File: src/psb_defs.svh
// Constants of the pluggable module sideband controller: offsets, fields,
// reset values and timing counts. Assumes a 20 MHz aclk.
`ifndef PSB_DEFS_SVH
`define PSB_DEFS_SVH

`define PSB_CLK_NS      50
`define PSB_RST_MIN_NS  10000
`define PSB_RST_MIN_CYC ((`PSB_RST_MIN_NS + `PSB_CLK_NS - 1) / `PSB_CLK_NS)
`define PSB_INIT_NS     2000
`define PSB_INIT_CYC    ((`PSB_INIT_NS + `PSB_CLK_NS - 1) / `PSB_CLK_NS)

// Arbitrary 7-bit serial device address
`define PSB_DEV_ADDR    7'h2A

// Register bus byte offsets
`define PSB_A_CTRL      5'h00
`define PSB_A_STATUS    5'h04
`define PSB_A_IRQ_STAT  5'h08
`define PSB_A_IRQ_MASK  5'h0C

// Serial memory map byte indices
`define PSB_M_STAT      2'h0
`define PSB_M_FLAGS     2'h1
`define PSB_M_CHAN      2'h2
`define PSB_M_USER      2'h3

// Field positions
`define PSB_CTRL_FAULT  0
`define PSB_FLG_RDONE   0
`define PSB_FLG_FAULT   1
`define PSB_IRQ_RDONE   0
`define PSB_IRQ_HRST    1
`define PSB_IRQ_WRITE   2

// Reset values
`define PSB_CHAN_RST    4'h0
`define PSB_USER_RST    8'h00
`define PSB_MASK_RST    3'h0

`endif

File: src/psb_pkg.sv
// Types of the pluggable module sideband controller.
// Constants live in psb_defs.svh.
package psb_pkg;

    typedef enum logic [2:0] {
        PSB_IDLE = 3'b000,
        PSB_ADDR = 3'b001,
        PSB_ACK  = 3'b010,
        PSB_RX   = 3'b011,
        PSB_TX   = 3'b100,
        PSB_MACK = 3'b101
    } psb_ser_e;

    typedef struct packed {
        logic sel_n;
        logic rst_n;
        logic lp;
        logic scl;
        logic sda;
    } psb_pins_s;

endpackage : psb_pkg

File: src/psb_ctrl.sv
// Sideband and management logic of a pluggable four-lane module.
// Assumes host pins are asynchronous to aclk; the serial clock is sampled.
`timescale 1ns/1ps
`include "psb_defs.svh"

module psb_ctrl #(
    parameter logic [15:0] RST_MIN_CYC = 16'(`PSB_RST_MIN_CYC)
) (
    input  wire logic        aclk,
    input  wire logic        aresetn,
    input  wire logic        s_axi_awvalid,
    output logic             s_axi_awready,
    input  wire logic [4:0]  s_axi_awaddr,
    input  wire logic        s_axi_wvalid,
    output logic             s_axi_wready,
    input  wire logic [31:0] s_axi_wdata,
    input  wire logic [3:0]  s_axi_wstrb,
    output logic             s_axi_bvalid,
    input  wire logic        s_axi_bready,
    output logic [1:0]       s_axi_bresp,
    input  wire logic        s_axi_arvalid,
    output logic             s_axi_arready,
    input  wire logic [4:0]  s_axi_araddr,
    output logic             s_axi_rvalid,
    input  wire logic        s_axi_rready,
    output logic [31:0]      s_axi_rdata,
    output logic [1:0]       s_axi_rresp,
    output logic             irq,
    input  wire logic        module_select_n,
    input  wire logic        module_reset_n,
    input  wire logic        low_power_request,
    input  wire logic        scl,
    input  wire logic        sda_i,
    output logic             sda_o,
    output logic             sda_oe_n,
    output logic             presence_n,
    output logic             attention_irq_n_o,
    output logic             attention_irq_oe_n,
    output logic [3:0]       chan_tx_disable,
    output logic             power_limit
);

    psb_pkg::psb_pins_s pin_w;
    psb_pkg::psb_pins_s s1_r;
    psb_pkg::psb_pins_s s2_r;
    psb_pkg::psb_pins_s s3_r;
    psb_pkg::psb_ser_e  st_r;
    logic [15:0]        rst_cnt_r;
    logic [7:0]         init_cnt_r;
    logic               dnr_r;
    logic [1:0]         flags_r;
    logic [3:0]         cnt_r;
    logic [7:0]         sh_r;
    logic               rw_r;
    logic               phase_r;
    logic               nack_r;
    logic [1:0]         ptr_r;
    logic [3:0]         chan_r;
    logic [7:0]         user_r;
    logic               sda_oe_n_r;
    logic               attn_oe_n_r;
    logic               pwr_limit_r;
    logic [4:0]         awaddr_r;
    logic               have_aw_r;
    logic [31:0]        wdata_r;
    logic [3:0]         wstrb_r;
    logic               have_w_r;
    logic               awready_r;
    logic               wready_r;
    logic               bvalid_r;
    logic [1:0]         bresp_r;
    logic               arready_r;
    logic               rvalid_r;
    logic [31:0]        rdata_r;
    logic [1:0]         rresp_r;
    logic [2:0]         irq_stat_r;
    logic [2:0]         irq_mask_r;
    logic               irq_r;

    assign pin_w = {module_select_n, module_reset_n, low_power_request, scl, sda_i};

    // Double sync; s3 only delays s2 for edge finding
    always_ff @(posedge aclk)
    begin
        s1_r <= pin_w;
        s2_r <= s1_r;
        s3_r <= s2_r;
    end

    logic sel_w;
    logic scl_rise;
    logic scl_fall;
    logic start_w;
    logic stop_w;
    assign sel_w    = !s2_r.sel_n;
    assign scl_rise = s2_r.scl && !s3_r.scl;
    assign scl_fall = !s2_r.scl && s3_r.scl;
    assign start_w  = s2_r.scl && s3_r.scl && s3_r.sda && !s2_r.sda;
    assign stop_w   = s2_r.scl && s3_r.scl && !s3_r.sda && s2_r.sda;

    // Reset pin filter
    logic rst_low;
    logic rst_hit;
    logic mod_rst;
    assign rst_low = !s2_r.rst_n;
    assign rst_hit = rst_low && (rst_cnt_r == RST_MIN_CYC - 16'h0001);
    assign mod_rst = rst_hit || (rst_low && rst_cnt_r == RST_MIN_CYC);

    always_ff @(posedge aclk)
    begin
        if (!aresetn || !rst_low)
            rst_cnt_r <= 16'h0000;
        else if (rst_cnt_r != RST_MIN_CYC)
            rst_cnt_r <= rst_cnt_r + 16'h0001;
    end

    // Data-not-ready holds until the init delay after any reset
    logic init_done;
    assign init_done = dnr_r && !mod_rst && (init_cnt_r == 8'(`PSB_INIT_CYC - 1));

    always_ff @(posedge aclk)
    begin
        if (!aresetn || mod_rst)
        begin
            dnr_r      <= 1'b1;
            init_cnt_r <= 8'h00;
        end
        else if (init_done)
            dnr_r <= 1'b0;
        else if (dnr_r)
            init_cnt_r <= init_cnt_r + 8'h01;
    end

    function automatic logic [7:0] map_rd(input logic [1:0] idx);
        logic [7:0] v;
        v = 8'h00;
        unique case (idx)
            `PSB_M_STAT:  v = {6'h00, s2_r.lp, dnr_r};
            `PSB_M_FLAGS: v = {6'h00, flags_r};
            `PSB_M_CHAN:  v = {4'h0, chan_r};
            `PSB_M_USER:  v = user_r;
        endcase
        return v;
    endfunction : map_rd

    logic load_w;
    logic flag_rd;
    logic ser_wr;
    logic fault_set;
    assign load_w  = scl_fall && sel_w && !start_w && !stop_w
                     && ((st_r == psb_pkg::PSB_ACK && rw_r)
                     || (st_r == psb_pkg::PSB_MACK && !nack_r));
    assign flag_rd = load_w && ptr_r == `PSB_M_FLAGS;
    assign ser_wr  = scl_fall && sel_w && !start_w && !stop_w
                     && st_r == psb_pkg::PSB_RX && cnt_r == 4'h8 && !phase_r;

    // Serial slave; first written byte sets the map pointer
    always_ff @(posedge aclk)
    begin
        if (!aresetn || mod_rst)
        begin
            st_r       <= psb_pkg::PSB_IDLE;
            cnt_r      <= 4'h0;
            sh_r       <= 8'h00;
            rw_r       <= 1'b0;
            phase_r    <= 1'b0;
            nack_r     <= 1'b0;
            ptr_r      <= 2'h0;
            chan_r     <= `PSB_CHAN_RST;
            user_r     <= `PSB_USER_RST;
            sda_oe_n_r <= 1'b1;
        end
        else if (!sel_w || stop_w)
        begin
            st_r       <= psb_pkg::PSB_IDLE;
            sda_oe_n_r <= 1'b1;
        end
        else if (start_w)
        begin
            st_r       <= psb_pkg::PSB_ADDR;
            cnt_r      <= 4'h0;
            sda_oe_n_r <= 1'b1;
        end
        else if (scl_rise)
        begin
            if (st_r == psb_pkg::PSB_ADDR || st_r == psb_pkg::PSB_RX)
            begin
                sh_r  <= {sh_r[6:0], s2_r.sda};
                cnt_r <= cnt_r + 4'h1;
            end
            else if (st_r == psb_pkg::PSB_MACK)
                nack_r <= s2_r.sda;
        end
        else if (load_w)
        begin
            sh_r       <= map_rd(ptr_r);
            sda_oe_n_r <= map_rd(ptr_r) >> 7 != 8'h00;
            ptr_r      <= ptr_r + 2'h1;
            cnt_r      <= 4'h1;
            st_r       <= psb_pkg::PSB_TX;
        end
        else if (scl_fall)
        begin
            unique case (st_r)
                psb_pkg::PSB_IDLE: st_r <= psb_pkg::PSB_IDLE;
                psb_pkg::PSB_ADDR:
                    if (cnt_r == 4'h8)
                    begin
                        if (sh_r[7:1] == `PSB_DEV_ADDR)
                        begin
                            rw_r       <= sh_r[0];
                            phase_r    <= !sh_r[0];
                            sda_oe_n_r <= 1'b0;
                            st_r       <= psb_pkg::PSB_ACK;
                        end
                        else
                            st_r <= psb_pkg::PSB_IDLE;
                    end
                psb_pkg::PSB_RX:
                    if (cnt_r == 4'h8)
                    begin
                        if (phase_r)
                            ptr_r <= sh_r[1:0];
                        else
                        begin
                            if (ptr_r == `PSB_M_CHAN)
                                chan_r <= sh_r[3:0];
                            else if (ptr_r == `PSB_M_USER)
                                user_r <= sh_r;
                            ptr_r <= ptr_r + 2'h1;
                        end
                        phase_r    <= 1'b0;
                        sda_oe_n_r <= 1'b0;
                        st_r       <= psb_pkg::PSB_ACK;
                    end
                psb_pkg::PSB_ACK:
                begin
                    sda_oe_n_r <= 1'b1;
                    cnt_r      <= 4'h0;
                    st_r       <= psb_pkg::PSB_RX;
                end
                psb_pkg::PSB_TX:
                    if (cnt_r == 4'h8)
                    begin
                        sda_oe_n_r <= 1'b1;
                        st_r       <= psb_pkg::PSB_MACK;
                    end
                    else
                    begin
                        sda_oe_n_r <= sh_r[6];
                        sh_r       <= {sh_r[6:0], 1'b0};
                        cnt_r      <= cnt_r + 4'h1;
                    end
                psb_pkg::PSB_MACK: st_r <= psb_pkg::PSB_IDLE;
                default:           st_r <= psb_pkg::PSB_IDLE;
            endcase
        end
    end

    // Sticky flags; a new event wins over the read that clears
    always_ff @(posedge aclk)
    begin
        if (!aresetn || mod_rst)
            flags_r <= 2'h0;
        else
            flags_r <= (flags_r & ~{2{flag_rd}}) | {fault_set, init_done};
    end

    // Pins
    always_ff @(posedge aclk)
    begin
        if (!aresetn)
        begin
            attn_oe_n_r <= 1'b1;
            pwr_limit_r <= 1'b1;
        end
        else
        begin
            attn_oe_n_r <= !((|flags_r) && !dnr_r);
            pwr_limit_r <= s2_r.lp;
        end
    end

    // Register bus slave
    logic wr_do;
    assign wr_do = have_aw_r && have_w_r && !bvalid_r;

    always_ff @(posedge aclk)
    begin
        if (!aresetn)
        begin
            have_aw_r <= 1'b0;
            have_w_r  <= 1'b0;
            awready_r <= 1'b1;
            wready_r  <= 1'b1;
            bvalid_r  <= 1'b0;
            bresp_r   <= 2'h0;
            awaddr_r  <= 5'h00;
            wdata_r   <= 32'h00000000;
            wstrb_r   <= 4'h0;
        end
        else
        begin
            if (s_axi_awvalid && awready_r)
            begin
                awaddr_r  <= s_axi_awaddr;
                have_aw_r <= 1'b1;
                awready_r <= 1'b0;
            end
            if (s_axi_wvalid && wready_r)
            begin
                wdata_r  <= s_axi_wdata;
                wstrb_r  <= s_axi_wstrb;
                have_w_r <= 1'b1;
                wready_r <= 1'b0;
            end
            if (wr_do)
            begin
                have_aw_r <= 1'b0;
                have_w_r  <= 1'b0;
                awready_r <= 1'b1;
                wready_r  <= 1'b1;
                bvalid_r  <= 1'b1;
                bresp_r   <= (awaddr_r > `PSB_A_IRQ_MASK || awaddr_r[1:0] != 2'h0)
                             ? 2'h2 : 2'h0;
            end
            else if (bvalid_r && s_axi_bready)
                bvalid_r <= 1'b0;
        end
    end

    assign fault_set = wr_do && awaddr_r == `PSB_A_CTRL && wstrb_r[0]
                       && wdata_r[`PSB_CTRL_FAULT];

    always_ff @(posedge aclk)
    begin
        if (!aresetn)
            irq_mask_r <= `PSB_MASK_RST;
        else if (wr_do && awaddr_r == `PSB_A_IRQ_MASK && wstrb_r[0])
            irq_mask_r <= wdata_r[2:0];
    end

    always_ff @(posedge aclk)
    begin
        if (!aresetn)
        begin
            arready_r <= 1'b1;
            rvalid_r  <= 1'b0;
            rdata_r   <= 32'h00000000;
            rresp_r   <= 2'h0;
        end
        else if (s_axi_arvalid && arready_r)
        begin
            arready_r <= 1'b0;
            rvalid_r  <= 1'b1;
            rresp_r   <= 2'h0;
            unique case (s_axi_araddr)
                `PSB_A_CTRL:     rdata_r <= 32'h00000000;
                `PSB_A_STATUS:   rdata_r <= {24'h000000, !attn_oe_n_r, chan_r,
                                             s2_r.lp, sel_w, dnr_r};
                `PSB_A_IRQ_STAT: rdata_r <= {29'h00000000, irq_stat_r};
                `PSB_A_IRQ_MASK: rdata_r <= {29'h00000000, irq_mask_r};
                default:
                begin
                    rdata_r <= 32'h00000000;
                    rresp_r <= 2'h2;
                end
            endcase
        end
        else if (rvalid_r && s_axi_rready)
        begin
            rvalid_r  <= 1'b0;
            arready_r <= 1'b1;
        end
    end

    logic stat_rd;
    assign stat_rd = s_axi_arvalid && arready_r && s_axi_araddr == `PSB_A_IRQ_STAT;

    always_ff @(posedge aclk)
    begin
        if (!aresetn)
        begin
            irq_stat_r <= 3'h0;
            irq_r      <= 1'b0;
        end
        else
        begin
            irq_stat_r <= (irq_stat_r & ~{3{stat_rd}}) | {ser_wr, rst_hit, init_done};
            irq_r      <= |(irq_stat_r & irq_mask_r);
        end
    end

    assign s_axi_awready      = awready_r;
    assign s_axi_wready       = wready_r;
    assign s_axi_bvalid       = bvalid_r;
    assign s_axi_bresp        = bresp_r;
    assign s_axi_arready      = arready_r;
    assign s_axi_rvalid       = rvalid_r;
    assign s_axi_rdata        = rdata_r;
    assign s_axi_rresp        = rresp_r;
    assign irq                = irq_r;
    assign sda_oe_n           = sda_oe_n_r;
    assign sda_o              = 1'b0; // Open drain: only the enable moves
    assign presence_n         = 1'b0;
    assign attention_irq_n_o  = 1'b0;
    assign attention_irq_oe_n = attn_oe_n_r;
    assign chan_tx_disable    = chan_r;
    assign power_limit        = pwr_limit_r;
endmodule : psb_ctrl

File: config.mk
export PLATFORM = sky130hd
export DESIGN_NAME = psb_ctrl
export DESIGN_NICKNAME = d
export VERILOG_FILES = /design/src/psb_pkg.sv /design/src/psb_ctrl.sv
export VERILOG_INCLUDE_DIRS = /design/src /design/src/src
export SDC_FILE = /design/constraint.sdc
export NUM_CORES = 1
export LEC_CHECK = 0
export ABC_AREA = 1
export BUFFER_PORTS_ARGS = -buffer_cell sky130_fd_sc_hd__buf_2
export CORE_ASPECT_RATIO = 0.7
export CORE_MARGIN = 2
export CORE_UTILIZATION = 51
export CTS_BUF_LIST = sky130_fd_sc_hd__clkbuf_8
export DETAILED_ROUTE_END_ITERATION = 10
export PLACE_DENSITY = 0.87
export REMOVE_ABC_BUFFERS = 1
export SYNTH_ARGS = -nofsm -noshare
export SYNTH_HDL_FRONTEND = slang
export SYNTH_SLANG_ARGS = --single-unit
File: constraint.sdc
create_clock -name aclk -period 1.9 [get_ports aclk]
set_clock_uncertainty 0.15 [all_clocks]
set_input_delay 0.19 -clock aclk [delete_from_list [all_inputs] [get_ports aclk]]
set_output_delay 0.19 -clock aclk [all_outputs]
set_load 0.01 [all_outputs]
* After elaboration in Yosys (flattened, before gate mapping)
Cells that the tools add are included.
** Storage, ports and cells
- Bits in registers :: 133
- Bits of input ports :: 58
** Cells by class
- Add/subtract/negate cells :: 4
- $lt $le $gt $ge :: 1
- Eq/ne operators :: 33
- Muxes and demuxes :: 47
- Bitwise operators :: 16
- Reduce and logical (&&, ||, !) cells :: 93
** Operators with widths (number)
- 8-bit two-way mux :: 6
- 1-bit logical AND :: 35
- 16-bit by 8-bit == test with 1-bit output, second input constant :: 2
- 8-bit case mux with 4 select lines :: 1
- 4-bit two-way mux :: 6
- 8-bit case mux with 3 select lines :: 1
- 5-bit AND reduction :: 4
- 6-bit AND reduction :: 3
- 9-bit AND reduction :: 2
- 1-bit logical NOT :: 17
- 16-bit by 1-bit adder with 16-bit output, second input constant :: 1
- 1-bit two-way mux :: 16
- 2-bit two-way mux :: 8
- 16-bit by 8-bit inequality test with 1-bit output, second input constant :: 1
- 5-bit by 4-bit == test with 1-bit output, second input constant :: 3
- 3-bit two-way mux :: 5
- 2-bit nonzero test :: 7
- 3-bit case mux with 4 select lines :: 1
- 5-bit logical NOT :: 2
- 2-bit by 1-bit inequality test with 1-bit output, second input constant :: 5
- 10-bit AND reduction :: 1
- 5-bit nonzero test :: 2
- 3-bit by 2-bit inequality test with 1-bit output, second input constant :: 3
- 1-bit inverter :: 9
- other kinds (36) :: 53

* Logic depth before layout (Yosys ltp)
- Word-level depth :: 11
- Depth in mapped cells :: 13

* Least setup slack after synthesis
Ideal clock, no wire load.
- Kind :: reg2reg
- Start point :: reg s3_r[1] in the netlist's numbering
- End point :: reg st_r[2]
- Setup time :: 119 ps
- Data arrival time :: 1550 ps
- Path slack :: 81 ps
- Stages on the path, launching flop included :: 10
- Path buffers :: 1
- Cell sequence :: dfxtp_1 inv_1 ha_1 inv_1 clkbuf_1 o21ai_0 nor2_1 inv_1 o21ai_0 a21oi_1
** On the way
- Word-level cells in the longest chain between the ends :: 9
- Elaborated cells on any way between the ends :: 23
** Ends and longest elaborated chain
- start: declaration :: RTL line psb_ctrl.sv:46 : psb_pkg::psb_pins_s s3_r;
- start signal: assignment :: RTL line psb_ctrl.sv:87 : s3_r <= s2_r;
- 1-bit logical AND :: RTL line psb_ctrl.sv:98, psb_ctrl.sv:99
- 1-bit logical AND (2 in series) :: RTL line psb_ctrl.sv:98 : assign start_w = s2_r.scl && s3_r.scl && s3_r.sda && !s2_r.sda;
- 1-bit logical NOT :: RTL line psb_ctrl.sv:150 : assign load_w = scl_fall && sel_w && !start_w && !stop_w
- 1-bit logical AND (2 in series) :: RTL line psb_ctrl.sv:150
- 1-bit logical AND :: RTL line psb_ctrl.sv:151 : && ((st_r == psb_pkg::PSB_ACK && rw_r)
- 3-bit inequality test (no source line) (tied with other cells)
- 5-bit AND reduction (no source line)
- end signal: assignment :: RTL line psb_ctrl.sv:162 : st_r <= psb_pkg::PSB_IDLE;
- end signal: assignment :: RTL line psb_ctrl.sv:175 : st_r <= psb_pkg::PSB_IDLE;
- end signal: assignment :: RTL line psb_ctrl.sv:180 : st_r <= psb_pkg::PSB_ADDR;
- end: declaration :: RTL line psb_ctrl.sv:47 : psb_pkg::psb_ser_e st_r;
Parallel ways exist; a longest one is shown, timed or not.
A chain may end at the register's enable or synchronous reset.

* Final worst setup path
- Start point :: reg s2_r[1] in the netlist's numbering
- End point :: reg user_r[6]
** On the way
- Word-level cells in the longest chain between the ends :: 9
- Elaborated cells on any way between the ends :: 20
** Ends and longest elaborated chain
- start: declaration :: RTL line psb_ctrl.sv:45 : psb_pkg::psb_pins_s s2_r;
- start signal: assignment :: RTL line psb_ctrl.sv:86 : s2_r <= s1_r;
- 1-bit logical AND :: RTL line psb_ctrl.sv:98, psb_ctrl.sv:99
- 1-bit logical AND (2 in series) :: RTL line psb_ctrl.sv:98
- 1-bit logical NOT :: RTL line psb_ctrl.sv:150
- 1-bit logical AND (2 in series) :: RTL line psb_ctrl.sv:150
- 1-bit logical AND :: RTL line psb_ctrl.sv:151
- 1-bit inverter (no source line)
- 10-bit AND reduction (no source line) *
- end signal: assignment :: RTL line psb_ctrl.sv:170 : user_r <= `PSB_USER_RST;
- end signal: assignment :: RTL line psb_ctrl.sv:229 : user_r <= sh_r;
- end: declaration :: RTL line psb_ctrl.sv:59 : logic [7:0] user_r;
Every way passes the cells marked *; elsewhere a longest branch is shown, timed or not.

==> metrics <==
status=complete, but fails checks; failing checks=negative setup slack; CP delay by family, top=simple AND/OR/NAND/NOR gates; routed length on met3=about 1.0 mm; Clock Tree Root=clkbuf_8; largest family of logic cells by synthesized area=simple AND/OR/NAND/NOR gates; CP cell instances=ha_4 -> nand2_4 -> nor2_4 -> nor2_4 -> nand2_4 -> nor3_4 -> nand4_4 -> buf_6 -> nand2_2 -> nand2_1 -> nor2_1; Setup CP Type=flip-flop to flip-flop; initial antenna violation count=0; IO Pins=between 100 and 150; Post-Synth XOR/XNOR Area=0.0135; CP Buf/Inv Count=1; Critical Path RT=slightly above 2 ns; Starting Density=0.530; slowest stage cell, crit path=dfxtp_4; Tcrit/Tclk final=1.04; worst reg2reg path startpoint=s2_r[1]; Tot Pwr=approximately 0.0045 W; PD cells=695 nW/um^2; hold path endpoint=awaddr_r[2]; drt first pass iters=5; H-tree Lvls=3; CTS tree=yes; worst setup margin=-0.0793 ns; routed len/inst=approximately 14 um; number of buffers created by CTS=9; Switching Fraction=0.246; post-route cell area=6440 um^2; crit path from=s2_r[1]; Detailed Route WL=13.4 mm; share of synthesized registers carrying an async set or reset=0; Seq/Total Area, Yosys=0.413; shortest period the worst path allows=a little under 2 ns; Rows=30; prevailing post-synth register cell=dfxtp_1; Fmax=approximately 0.51 GHz; static leakage power=approximately 2.9 nW; Hold/Removal Path Class=input port to flip-flop; ant diodes=0; cell with the most instances after synthesis=nand2_1; YS warnings=0; CTS max path bufs=2; worst hold start=s_axi_awvalid; initial drt markers=a little under 400; Die ar.=~11000 um^2; area delta synth->final=24.1%; die width=around 120 um; worst skew pair latency=approximately 0.39 ns; vias in the first global route=~4300; switching pwr=0.00110 W; Post-Synth Adder-Cell Area=0.0289; Yosys top cell area share=0.413; r2r setup slk=-0.08 ns; combinational power share=0.108; Seq cells post-synth=approximately 110; post-synth top area cell=dfxtp_1; Via density=around 5.2; IO buf count=48; reg2reg end=user_r[6]; gpl congestion=about 0.93; post-synthesis compound-gate area fraction=0.130; maximum number of pins on one net before global-route repair=27; Vias=approximately 5100; DRC violation count after routing=0; GR Util All Layers=0.230; P_int=roughly 0.0034 W; simple-gate share of the synthesized area=0.293; post-synthesis instance area=5190 um^2; top cells by count, synth=nand2_1, dfxtp_1, nor2_1; TritonCTS Sinks=approximately 110; top post-synthesis cells by area=dfxtp_1, nand2_1, nor2_1, a21oi_1, inv_1; Final ANT Viol Nets=0; Cells after Synth=roughly 730; grt total ovfl=0; Seq pwr share=0.530; number of enable flip-flop cells after synthesis=0; first-pass GRT wire length=20.5 mm; Hold Path Stages=3; CP Max Fanout=6; clock-pin slew on the worst setup and hold paths=approximately 0.1 ns; share of layout cells above drive strength 1=0.210; Avg Synthesized Cell Area=around 7.1 um^2; peak supply drop=0.000480 V; Synth cell types=34; WL met2=around 6.3 mm; Max Cap Viol=0; Core ar.=around 9800 um^2; post-DP HPWL=approximately 8.7 mm; Placed Area=between 5000 and 6000 um^2; Arrival @ worst endpoint=between 2 and 2.5 ns; DR top layer=met4; RSZ-0062 raised after global routing=yes; max-slew violations=0; Critical Path Max Stage Delay=~0.37 ns; mux share of post-synthesis cell area=0; die height=between 80 and 90 um; DRT met1 WL=5.92 mm; Reg2Reg Depth=11; Critical Path Source Type=flip-flop; Crit. End Element=flip-flop; Clk pwr share=0.362; nets=905; Setup violations, final=9; Final Hold Fails=0
[power groups by stage]
stage	clock network [W]	registers [W]	logic, W
finish	0.00162	0.00237	0.000486
global placement	0	0.00241	0.000367
global route	0.00173	0.00238	0.000533
CTS	0.00164	0.00236	0.000433
floorplan	0	0.00241	0.000229
detailed placement	0	0.00242	0.000376
[state kept, by name, summed over array words and instances (netlist names), 2 cells and up]
signal / cells
rst_cnt_r: 16
init_cnt_r: 8
s_axi_rdata: 8
sh_r: 8
user_r: 8
awaddr_r: 5
s1_r: 5
s2_r: 5
chan_tx_disable: 4
cnt_r: 4
irq_mask_r: 3
irq_stat_r: 3
st_r: 3
wdata_r: 3
flags_r: 2
ptr_r: 2
s3_r: 2
[stage by stage]
step | setup WS, ns | cells | TNS (ns) | utilization | hold WS, ns
after floorplan | 0.118 | 712 | 0 | - | 0.0677
after global routing | -0.147 | 967 | -2.76 | 0.657 | 0.0745
after detailed placement | -0.0396 | 916 | -0.284 | 0.574 | 0.145
after global placement | 0.0325 | 916 | 0 | 0.574 | 0.143
final | -0.0793 | 967 | -0.280 | 0.657 | 0.0698
after CTS | -0.0184 | 955 | -0.0567 | 0.626 | 0.0381
[timing repair]
action,4_1_cts,5_1_grt
setup buffers,0,12
hold buffers,23,0
gates resized for setup,9,67
pin swaps,1,19
endpoints found under the hold margin,18,0
cloned,1,0
endpoints found under the setup margin,24,51
[worst max path at each step]
stage / to / cells past startpoint
4_1_cts: user_r[5] / 9
3_5_place_dp: sh_r[1] / 9
6_report: user_r[6] / 11
3_3_place_gp: cnt_r[0] / 10
5_1_grt: user_r[6] / 11
2_1_floorplan: sh_r[1] / 9
[cell type report]
class                      instances  area [um^2]
clock buffer                       9          124
sequential                       107         2150
inverter                          89          343
timing repair buffer             111          803
tap                              128          160
multi-input combinational        517         2750
fill                             786         3360
clock inverter                     6          106
[metal layers]
metal  up-vias  GRT usage
met2       206      0.357
met3        19     0.0605
met1      2338      0.321
met4         0     0.0654
li1       2506          -
met5         -          0
[worst min-delay path, cell delays in order]
cell and delay [ns]:
buf_2 0.13, nand2_2 0.16, a21oi_1 0.09
[placed cells by master, fill, tap and decap left out, drive strengths merged]
master and count:
a211oi 1, a21oi 65, a31oi 4, and2b 1, buf 88, bufinv 3
clkbuf 9, clkinvlp 1, conb 29, dfxtp 107, dlygate4sd3 23, ha 12
inv 91, nand2 150, nand3 48, nand3b 2, nand4 15, nor2 100
nor3 19, nor4 2, o211ai 3, o21a 4, o21ai 53, or2 1
xnor2 2, xor2 6
[cells by family (layout without fill, tap and decap cells)]
logic type,count (synthesis),in the layout
xor+xnor,8,8
fa+ha+maj,12,12
flops,107,107
simple gates,337,338
other cells,1,29
compound gates,130,130
buf+inv,131,215
(Power assumes the default switching activity.)
